===== src/rtl/stc_pkg.sv =====
package stc_pkg;

    // register indices on the plain register port
    localparam logic [2:0] STC_ADDR_CTRL = 3'h0;
    localparam logic [2:0] STC_ADDR_CNT_LO = 3'h1;
    localparam logic [2:0] STC_ADDR_CNT_HI = 3'h2;
    localparam logic [2:0] STC_ADDR_INT_STATUS = 3'h3;
    localparam logic [2:0] STC_ADDR_INT_MASK = 3'h4;

    localparam int STC_ADDR_W = 3;
    localparam int STC_DATA_W = 8;
    localparam int STC_PRE_W = 3;

    localparam logic [7:0] STC_CTRL_RESET = 8'h00;
    localparam logic [7:0] STC_BYTE_ZERO = 8'h00;
    localparam logic [15:0] STC_COUNT_RESET = 16'h0000;
    localparam logic [15:0] STC_COUNT_ONE = 16'h0001;
    localparam logic [15:0] STC_COUNT_MAX = 16'hFFFF;
    localparam logic [2:0] STC_PRE_ZERO = 3'h0;
    localparam logic [2:0] STC_PRE_ONE = 3'h1;
    localparam logic [1:0] STC_DIV_ZERO = 2'h0;
    localparam logic [1:0] STC_DIV_ONE = 2'h1;

    // interrupt status / mask layout
    localparam int STC_INT_OVF_BIT = 0;
    localparam logic [7:0] STC_INT_USED = 8'h01;

    // clock: 50 MHz, instruction clock is the oscillator divided by four
    localparam int STC_CLK_PERIOD_NS = 20;
    localparam int STC_INSTR_DIV = 4;

    // bits 7:6 unimplemented, read as zero
    typedef struct packed {
        logic [1:0] unused;
        logic [1:0] prescale;
        logic crystal_osc_enable;
        logic sync_bypass;
        logic clock_source_select;
        logic run_control;
    } stc_ctrl_t;

    typedef struct packed {
        logic [STC_ADDR_W-1:0] addr;
        logic [STC_DATA_W-1:0] wdata;
        logic wr;
        logic rd;
    } stc_bus_req_t;

    typedef enum logic [1:0] {
        STC_SRC_INTERNAL = 2'b00,
        STC_SRC_EXT_SYNC = 2'b01,
        STC_SRC_EXT_ASYNC = 2'b10
    } stc_src_t;

endpackage


===== src/rtl/stc_timer16.sv =====
// Operation
// - source select: 0 instruction clock, 1 external
// - run bit enables or halts counting
// - internal mode ignores the sync bit
// - external source counts on rising edges only
// - one falling edge required before counting
// - osc enable picks crystal pin, else clock pin
// - sync after ripple prescaler when bit clear
// - sync mode in sleep: prescaler only counts
// - async mode counts in sleep, overflow wakes
// - async mode not a capture/compare time base
// - byte reads always return stable values
// - sync bit: 1 bypass, 0 synchronize
// - osc enable runs or shuts off inverter
// - writing either count byte clears prescaler
// - control resets to zero on power-on only
//
// Added by the designer: the strobed register port and the register addresses.
module stc_timer16
    import stc_pkg::*;
#(
    parameter int INSTR_DIV = STC_INSTR_DIV
)
(
    input wire logic ref_clk_in,
    input wire logic sys_rst_in,
    input wire logic warm_rst_in,
    input wire logic [STC_ADDR_W-1:0] reg_addr_in,
    input wire logic [STC_DATA_W-1:0] reg_wdata_in,
    input wire logic reg_wr_in,
    input wire logic reg_rd_in,
    output logic [STC_DATA_W-1:0] reg_rdata_out,
    input wire logic external_count_pin_in,
    input wire logic crystal_input_pin_in,
    input wire logic sleep_in,
    output logic crystal_osc_drive_out,
    output logic timebase_valid_out,
    output logic irq_out,
    output logic wake_out
);

    function automatic logic [STC_PRE_W-1:0] pre_mask(input logic [1:0] ps);
        pre_mask = STC_PRE_W'((1 << ps) - 1);
    endfunction

    localparam logic [1:0] DIV_LAST = 2'(INSTR_DIV - 1);

    stc_bus_req_t req;
    stc_ctrl_t ctrl_ff;
    stc_src_t src;
    logic [15:0] count_ff;
    logic [STC_PRE_W-1:0] pre_ff;
    logic [1:0] div_ff;
    logic pin_q_ff;
    logic pin_prev_ff;
    logic armed_ff;
    logic sync1_ff;
    logic sync2_ff;
    logic [7:0] int_status_ff;
    logic [7:0] int_mask_ff;
    logic instr_en;
    logic sel_pin;
    logic pin_rise;
    logic pin_fall;
    logic ext_edge;
    logic pre_in;
    logic pre_tick;
    logic cnt_tick;
    logic cnt_inc;
    logic wr_cnt;
    logic ovf_event;
    logic status_rd;

    assign req = '{addr: reg_addr_in, wdata: reg_wdata_in, wr: reg_wr_in, rd: reg_rd_in};
    assign wr_cnt = req.wr && (req.addr == STC_ADDR_CNT_LO || req.addr == STC_ADDR_CNT_HI);
    assign status_rd = req.rd && req.addr == STC_ADDR_INT_STATUS;

    always_comb
    begin
        if (!ctrl_ff.clock_source_select)
            src = STC_SRC_INTERNAL;
        else if (ctrl_ff.sync_bypass)
            src = STC_SRC_EXT_ASYNC;
        else
            src = STC_SRC_EXT_SYNC;
    end

    // control register: only the power-on reset clears it
    always_ff @(posedge ref_clk_in)
    begin
        if (sys_rst_in)
            ctrl_ff <= stc_ctrl_t'(STC_CTRL_RESET);
        else if (req.wr && req.addr == STC_ADDR_CTRL)
        begin
            ctrl_ff <= stc_ctrl_t'(req.wdata);
            ctrl_ff.unused <= 2'b00;
        end
    end

    assign crystal_osc_drive_out = ctrl_ff.crystal_osc_enable;

    // instruction clock enable; the oscillator stops in sleep
    always_ff @(posedge ref_clk_in)
    begin
        if (sys_rst_in || warm_rst_in)
            div_ff <= STC_DIV_ZERO;
        else if (!sleep_in)
            div_ff <= (div_ff == DIV_LAST) ? STC_DIV_ZERO : div_ff + STC_DIV_ONE;
    end

    assign instr_en = !sleep_in && div_ff == DIV_LAST;

    // pins are synchronous, one flop gives the edge history
    assign sel_pin = ctrl_ff.crystal_osc_enable ? crystal_input_pin_in
                                                : external_count_pin_in;

    always_ff @(posedge ref_clk_in)
    begin
        if (sys_rst_in)
        begin
            pin_q_ff <= 1'b0;
            pin_prev_ff <= 1'b0;
        end
        else
        begin
            pin_q_ff <= sel_pin;
            pin_prev_ff <= pin_q_ff;
        end
    end

    assign pin_rise = pin_q_ff && !pin_prev_ff;
    assign pin_fall = !pin_q_ff && pin_prev_ff;

    // a high input at enable must not look like a first rising edge
    always_ff @(posedge ref_clk_in)
    begin
        if (sys_rst_in || warm_rst_in)
            armed_ff <= 1'b0;
        else if (!ctrl_ff.run_control || !ctrl_ff.clock_source_select)
            armed_ff <= 1'b0;
        else if (pin_fall)
            armed_ff <= 1'b1;
    end

    assign ext_edge = armed_ff && pin_rise;
    assign pre_in = ctrl_ff.run_control &&
                    ((src == STC_SRC_INTERNAL) ? instr_en : ext_edge);
    assign pre_tick = pre_in && (pre_ff & pre_mask(ctrl_ff.prescale)) ==
                                pre_mask(ctrl_ff.prescale);

    // prescaler keeps running in sleep for external edges
    always_ff @(posedge ref_clk_in)
    begin
        if (sys_rst_in || warm_rst_in || wr_cnt)
            pre_ff <= STC_PRE_ZERO;
        else if (pre_in)
            pre_ff <= pre_ff + STC_PRE_ONE;
    end

    // two-stage synchroniser after the prescaler; it keeps running in sleep, but its output is ignored there
    always_ff @(posedge ref_clk_in)
    begin
        if (sys_rst_in || warm_rst_in)
        begin
            sync1_ff <= 1'b0;
            sync2_ff <= 1'b0;
        end
        else
        begin
            sync1_ff <= pre_tick && src == STC_SRC_EXT_SYNC;
            sync2_ff <= sync1_ff;
        end
    end

    always_comb
    begin
        case (src)
            STC_SRC_INTERNAL: cnt_tick = pre_tick;
            STC_SRC_EXT_SYNC: cnt_tick = sync2_ff && !sleep_in;
            STC_SRC_EXT_ASYNC: cnt_tick = pre_tick;
            default: cnt_tick = 1'b0;
        endcase
    end

    // a count byte write wins over an increment in the same cycle
    assign cnt_inc = cnt_tick && ctrl_ff.run_control && !wr_cnt;
    assign ovf_event = cnt_inc && count_ff == STC_COUNT_MAX;

    always_ff @(posedge ref_clk_in)
    begin
        if (sys_rst_in)
            count_ff <= STC_COUNT_RESET;
        else if (req.wr && req.addr == STC_ADDR_CNT_LO)
            count_ff[7:0] <= req.wdata;
        else if (req.wr && req.addr == STC_ADDR_CNT_HI)
            count_ff[15:8] <= req.wdata;
        else if (cnt_inc)
            count_ff <= count_ff + STC_COUNT_ONE;
    end

    // sticky status, cleared by reading it; a new overflow wins
    always_ff @(posedge ref_clk_in)
    begin
        if (sys_rst_in || warm_rst_in)
            int_status_ff <= STC_BYTE_ZERO;
        else if (ovf_event)
            int_status_ff[STC_INT_OVF_BIT] <= 1'b1;
        else if (status_rd)
            int_status_ff <= STC_BYTE_ZERO;
    end

    always_ff @(posedge ref_clk_in)
    begin
        if (sys_rst_in || warm_rst_in)
            int_mask_ff <= STC_BYTE_ZERO;
        else if (req.wr && req.addr == STC_ADDR_INT_MASK)
            int_mask_ff <= req.wdata & STC_INT_USED;
    end

    assign irq_out = |(int_status_ff & int_mask_ff);
    assign wake_out = irq_out && sleep_in;
    assign timebase_valid_out = ctrl_ff.run_control && src != STC_SRC_EXT_ASYNC;

    // count lives in this clock domain, so a byte read is never torn
    always_ff @(posedge ref_clk_in)
    begin
        if (sys_rst_in)
            reg_rdata_out <= STC_BYTE_ZERO;
        else if (req.rd)
        begin
            case (req.addr)
                STC_ADDR_CTRL: reg_rdata_out <= ctrl_ff;
                STC_ADDR_CNT_LO: reg_rdata_out <= count_ff[7:0];
                STC_ADDR_CNT_HI: reg_rdata_out <= count_ff[15:8];
                STC_ADDR_INT_STATUS: reg_rdata_out <= int_status_ff;
                STC_ADDR_INT_MASK: reg_rdata_out <= int_mask_ff;
                default: reg_rdata_out <= STC_BYTE_ZERO;
            endcase
        end
        else
            reg_rdata_out <= STC_BYTE_ZERO;
    end
endmodule


===== config.mk =====
export PLATFORM = sky130hd
export DESIGN_NAME = stc_timer16
export DESIGN_NICKNAME = d
export VERILOG_FILES = /design/src/rtl/stc_pkg.sv /design/src/rtl/stc_timer16.sv
export SDC_FILE = /design/constraint.sdc
export NUM_CORES = 1
export LEC_CHECK = 0
export BUFFER_PORTS_ARGS = -buffer_cell sky130_fd_sc_hd__buf_2
export CAP_MARGIN = 0
export CORE_MARGIN = 1
export CORE_UTILIZATION = 60
export DETAILED_ROUTE_END_ITERATION = 10
export HOLD_SLACK_MARGIN = 0.1
export PLACE_DENSITY = 0.83
export SYNTH_ARGS = -nofsm -noshare
export SYNTH_HDL_FRONTEND = slang
export SYNTH_SLANG_ARGS = --single-unit

===== constraint.sdc =====
create_clock -name ref_clk_in -period 4.2 [get_ports ref_clk_in]
set_input_delay 0.21 -clock ref_clk_in [delete_from_list [all_inputs] [get_ports ref_clk_in]]
set_output_delay 0.21 -clock ref_clk_in [all_outputs]
set_load 0.005 [all_outputs]

==> flow_summary.toml <==
[route]
drc_errors = 0
remaining_antenna_violation_count_after_routing = 0
detail_route.iter0.violations = 148
routed-via-count = 2138
routed_wl_um = 5700
avgViaCountPerCell = 6.40
detail_route.first_pass.iterations = 5
route.detailed.wl_per_inst_um = 17.1

[floorplanning]
die_width_um = 62.6
fp.dieArea_um2 = 3920
die_y_um = 62.6
rows = 21
boundaryPins = 31
initial_utilization_pct = 64.5
core-area_um2 = 3420

[pwr]
power_switching_share_pct = 24.0
fin_total_pwr_mw = 0.751
max-vdd-ir-drop_mv = 0.195
seq_power_share_pct = 55.5
cell_int_power_mw = 0.571
total_leakage_power_nw = 0.901
combPwrFrac_pct = 8.5
power.density_nw_per_um2 = 306
clkPwrFrac_pct = 36.0
netSwitchingPower_mw = 0.180

[synthesis]
netlist_top_cells_area = "sky130_fd_sc_hd__dfxtp_1 (38%), sky130_fd_sc_hd__nor2_1 (7.2%), sky130_fd_sc_hd__mux2i_1 (6.4%)"
synth.top_cell.area_share_pct = 38.2
ys_seq_elements = 42
synthDominantAreaCellType = "sky130_fd_sc_hd__dfxtp_1"
post_synthesis_instance_area_um2 = 2200
yosysSeqAreaShare_pct = 38.2
syn_nets = 285
yosys_warnings = 0
avgSynthCellArea_um2 = 8.37
ys_types = 49
syn-instance-count = 263

[setup_path]
cp_max_fanout = 21
timing.critical_path.arrival_ns = 2.56
timing_worst_setup_path_type = "register to register"
timing.critical_path.required_ns = 4.48
endpoint_kind = "register"
critPathLaunchType = "register"

[finish]
antenna-diode-count = 0
proportion_of_layout_cells_with_a_drive_suffix_above_1_pct = 15.6
fin_cells = 334
final_area_um2 = 2460
design.final.nets = 310
areaGrowthSynthToFinish_pct = 11.6

[cts]
ctsHoldBuffers = 4
cts.root.buffer_cell = "sky130_fd_sc_hd__clkbuf_4"
cts-buffers-inserted = 5
cts.repair.resized = 0
cts.sink_count = 42
cts_tree = "built"
worstSkewPairLatency_ns = 0.37
postcts_setup_bufs = 0
worst_setup_hold_path_clk_slew_ns = 0.13
cts_buffer_depth = 2
ctsHtreeMaxLevel = 2

[global_routing]
grt_first_pass_wirelength_um = 9730
grt_pass1_vias = 1997
initial_antenna_violation_count = 0
grt_max_degree = 32
global_route.overflow_total = 0
grt_util_all_layers_pct = 32.3

[sta]
tightest_slew_ns = 0.850
max-slew-margin-rel_pct = 43.3
part_of_the_cycle_the_worst_path_needs_pct = 54.4
final_hold_viol_count = 0
period_minus_slack_ns = 2.28
finalSetupTns_ns = 0
finalSetupViolations = 0
rsz0062_at_grt = "false"
finClkSkew_ns = 0.0138
final-max-slew-violation-count = 0
max_clock_freq_ghz = 0.438

[placement]
dpl-instance-area_um2 = 2340
place_inst = 323
port_buffers = 30
gp_congestion = 0.917
dp.final_hpwl_um = 4070

[run]
maxCapViolations = 0

[status]
status = "completed"

[worst_hold_path]
worst_hold_check_path_type = "input port to register"
==> cells in the mapped netlist (all sizes together) <==
master	number
a31oi	1
o32ai	1
a21boi	2
a41o	1
a21oi	10
buf	6
ha	3
o211a	1
o21a	1
nand2	18
or3b	1
o31ai	1
nor3	10
and2	6
nor4	11
or4	2
o31a	3
xnor2	2
nand2b	3
a22oi	2
a311oi	7
nand4	3
o211ai	1
and4	8
a211oi	5
mux2i	14
xor2	1
and3	4
dfxtp	42
nor2	42
nor3b	3
clkbuf	10
nand3	9
inv	4
a2111oi	2
a41oi	1
nand4b	2
o21ai	10
or3	4
nor2b	5
mux4	1
==> sequential cells by signal (all words and copies together) (netlist names) <==
name,flops
ctrl_ff,5
int_status_ff,1
armed_ff,1
pre_ff,3
sync1_ff,1
crystal_osc_drive_out,1
div_ff,2
reg_rdata_out,8
int_mask_ff,1
count_ff,16
sync2_ff,1
pin_q_ff,1
pin_prev_ff,1
==> final cells by class <==
| type | instances | area [µm²] |
|---|---|---|
| Inverter | 4 | 15.0 |
| Fill cell | 296 | 957 |
| Multi-Input combinational cell | 201 | 1270 |
| Clock inverter | 1 | 30.0 |
| Timing Repair Buffer | 34 | 190 |
| Tap cell | 46 | 57.6 |
| Clock buffer | 6 | 51.3 |
| Sequential cell | 42 | 841 |
==> per-layer routing <==
metal	GRT usage (%)	part of all wire (%)	vias up
li1	-	-	1019
met5	0	0	-
met3	9.49	9.4	14
met2	47.8	46	107
met1	43.0	43	998
met4	14.8	2.2	0
==> worst paths after layout <==
| check | slack, ns | end | start | depth (start not counted) |
|---|---|---|---|---|
| worst min register to register | 0.45 | sync2_ff$_SDFF_PP0_ | sync1_ff$_SDFF_PP0_ | 1 |
| worst min-delay path | 0.11 | reg_rdata_out[0]$_SDFF_PP0_ | reg_rd_in | 2 |
| worst max register to register | 1.92 | count_ff[9]$_SDFFE_PP0P_ | div_ff[0]$_SDFFE_PP0N_ | 6 |
| worst max-delay path | 1.92 | count_ff[9]$_SDFFE_PP0P_ | div_ff[0]$_SDFFE_PP0N_ | 6 |
==> placed cells by master, fill, tap and decap left out, types with 3 or more instances in the layout <==
cell type	count
sky130_fd_sc_hd__a211oi_1	5
sky130_fd_sc_hd__a21oi_1	10
sky130_fd_sc_hd__a311oi_1	7
sky130_fd_sc_hd__and2_1	4
sky130_fd_sc_hd__and3_1	4
sky130_fd_sc_hd__and4_1	8
sky130_fd_sc_hd__buf_2	30
sky130_fd_sc_hd__clkbuf_4	5
sky130_fd_sc_hd__dfxtp_1	42
sky130_fd_sc_hd__dlygate4sd3_1	4
sky130_fd_sc_hd__ha_1	3
sky130_fd_sc_hd__inv_1	4
sky130_fd_sc_hd__mux2i_1	14
sky130_fd_sc_hd__nand2_1	18
sky130_fd_sc_hd__nand3_1	9
sky130_fd_sc_hd__nand4_1	3
sky130_fd_sc_hd__nor2_1	42
sky130_fd_sc_hd__nor2b_1	5
sky130_fd_sc_hd__nor3_1	9
sky130_fd_sc_hd__nor4_1	11
sky130_fd_sc_hd__o21ai_0	7
sky130_fd_sc_hd__o31a_1	3
sky130_fd_sc_hd__or3_1	4
==> through the flow <==
stage          util (%)  hold WS, ns  setup WS [ns]
2_1_floorplan         -        0.289           2.50
3_3_place_gp       68.4        0.407           2.00
3_5_place_dp       68.4        0.420           1.97
4_1_cts            72.0        0.115           1.94
5_1_grt            72.0        0.124           1.74
6_report           72.0        0.114           1.92
==> worst max-delay path, cell delays in order (launching register included) <==
cell,delay [ns]
sky130_fd_sc_hd__dfxtp_1,0.37
sky130_fd_sc_hd__ha_1,0.18
sky130_fd_sc_hd__nand2b_1,0.08
sky130_fd_sc_hd__o21ai_2,0.22
sky130_fd_sc_hd__a41oi_2,0.47
sky130_fd_sc_hd__or4_1,0.64
sky130_fd_sc_hd__a311oi_1,0.25
==> power by group through the flow <==
| stage | Sequential (mW) | Combinational (mW) | Clock [mW] |
|---|---|---|---|
| after floorplan | 0.421 | 0.0400 | 0 |
| final | 0.417 | 0.0639 | 0.270 |
| after CTS | 0.416 | 0.0631 | 0.272 |
| after global routing | 0.418 | 0.0707 | 0.290 |
| after global placement | 0.425 | 0.0582 | 0 |
| after detailed placement | 0.425 | 0.0596 | 0 |
==> cells by family after synthesis <==
logic type | count (synthesis) | share of synthesized area (%)
AO/OA/AOI/OAI | 49 | 16.1
XOR/XNOR | 3 | 1.19
adder cells (fa/ha/maj) | 3 | 1.70
buffers and inverters | 20 | 3.98
flip-flops | 42 | 38.2
multiplexers | 15 | 7.39
AND/OR/NAND/NOR | 131 | 31.4
Note: power is estimated with default switching activity, not from simulation.
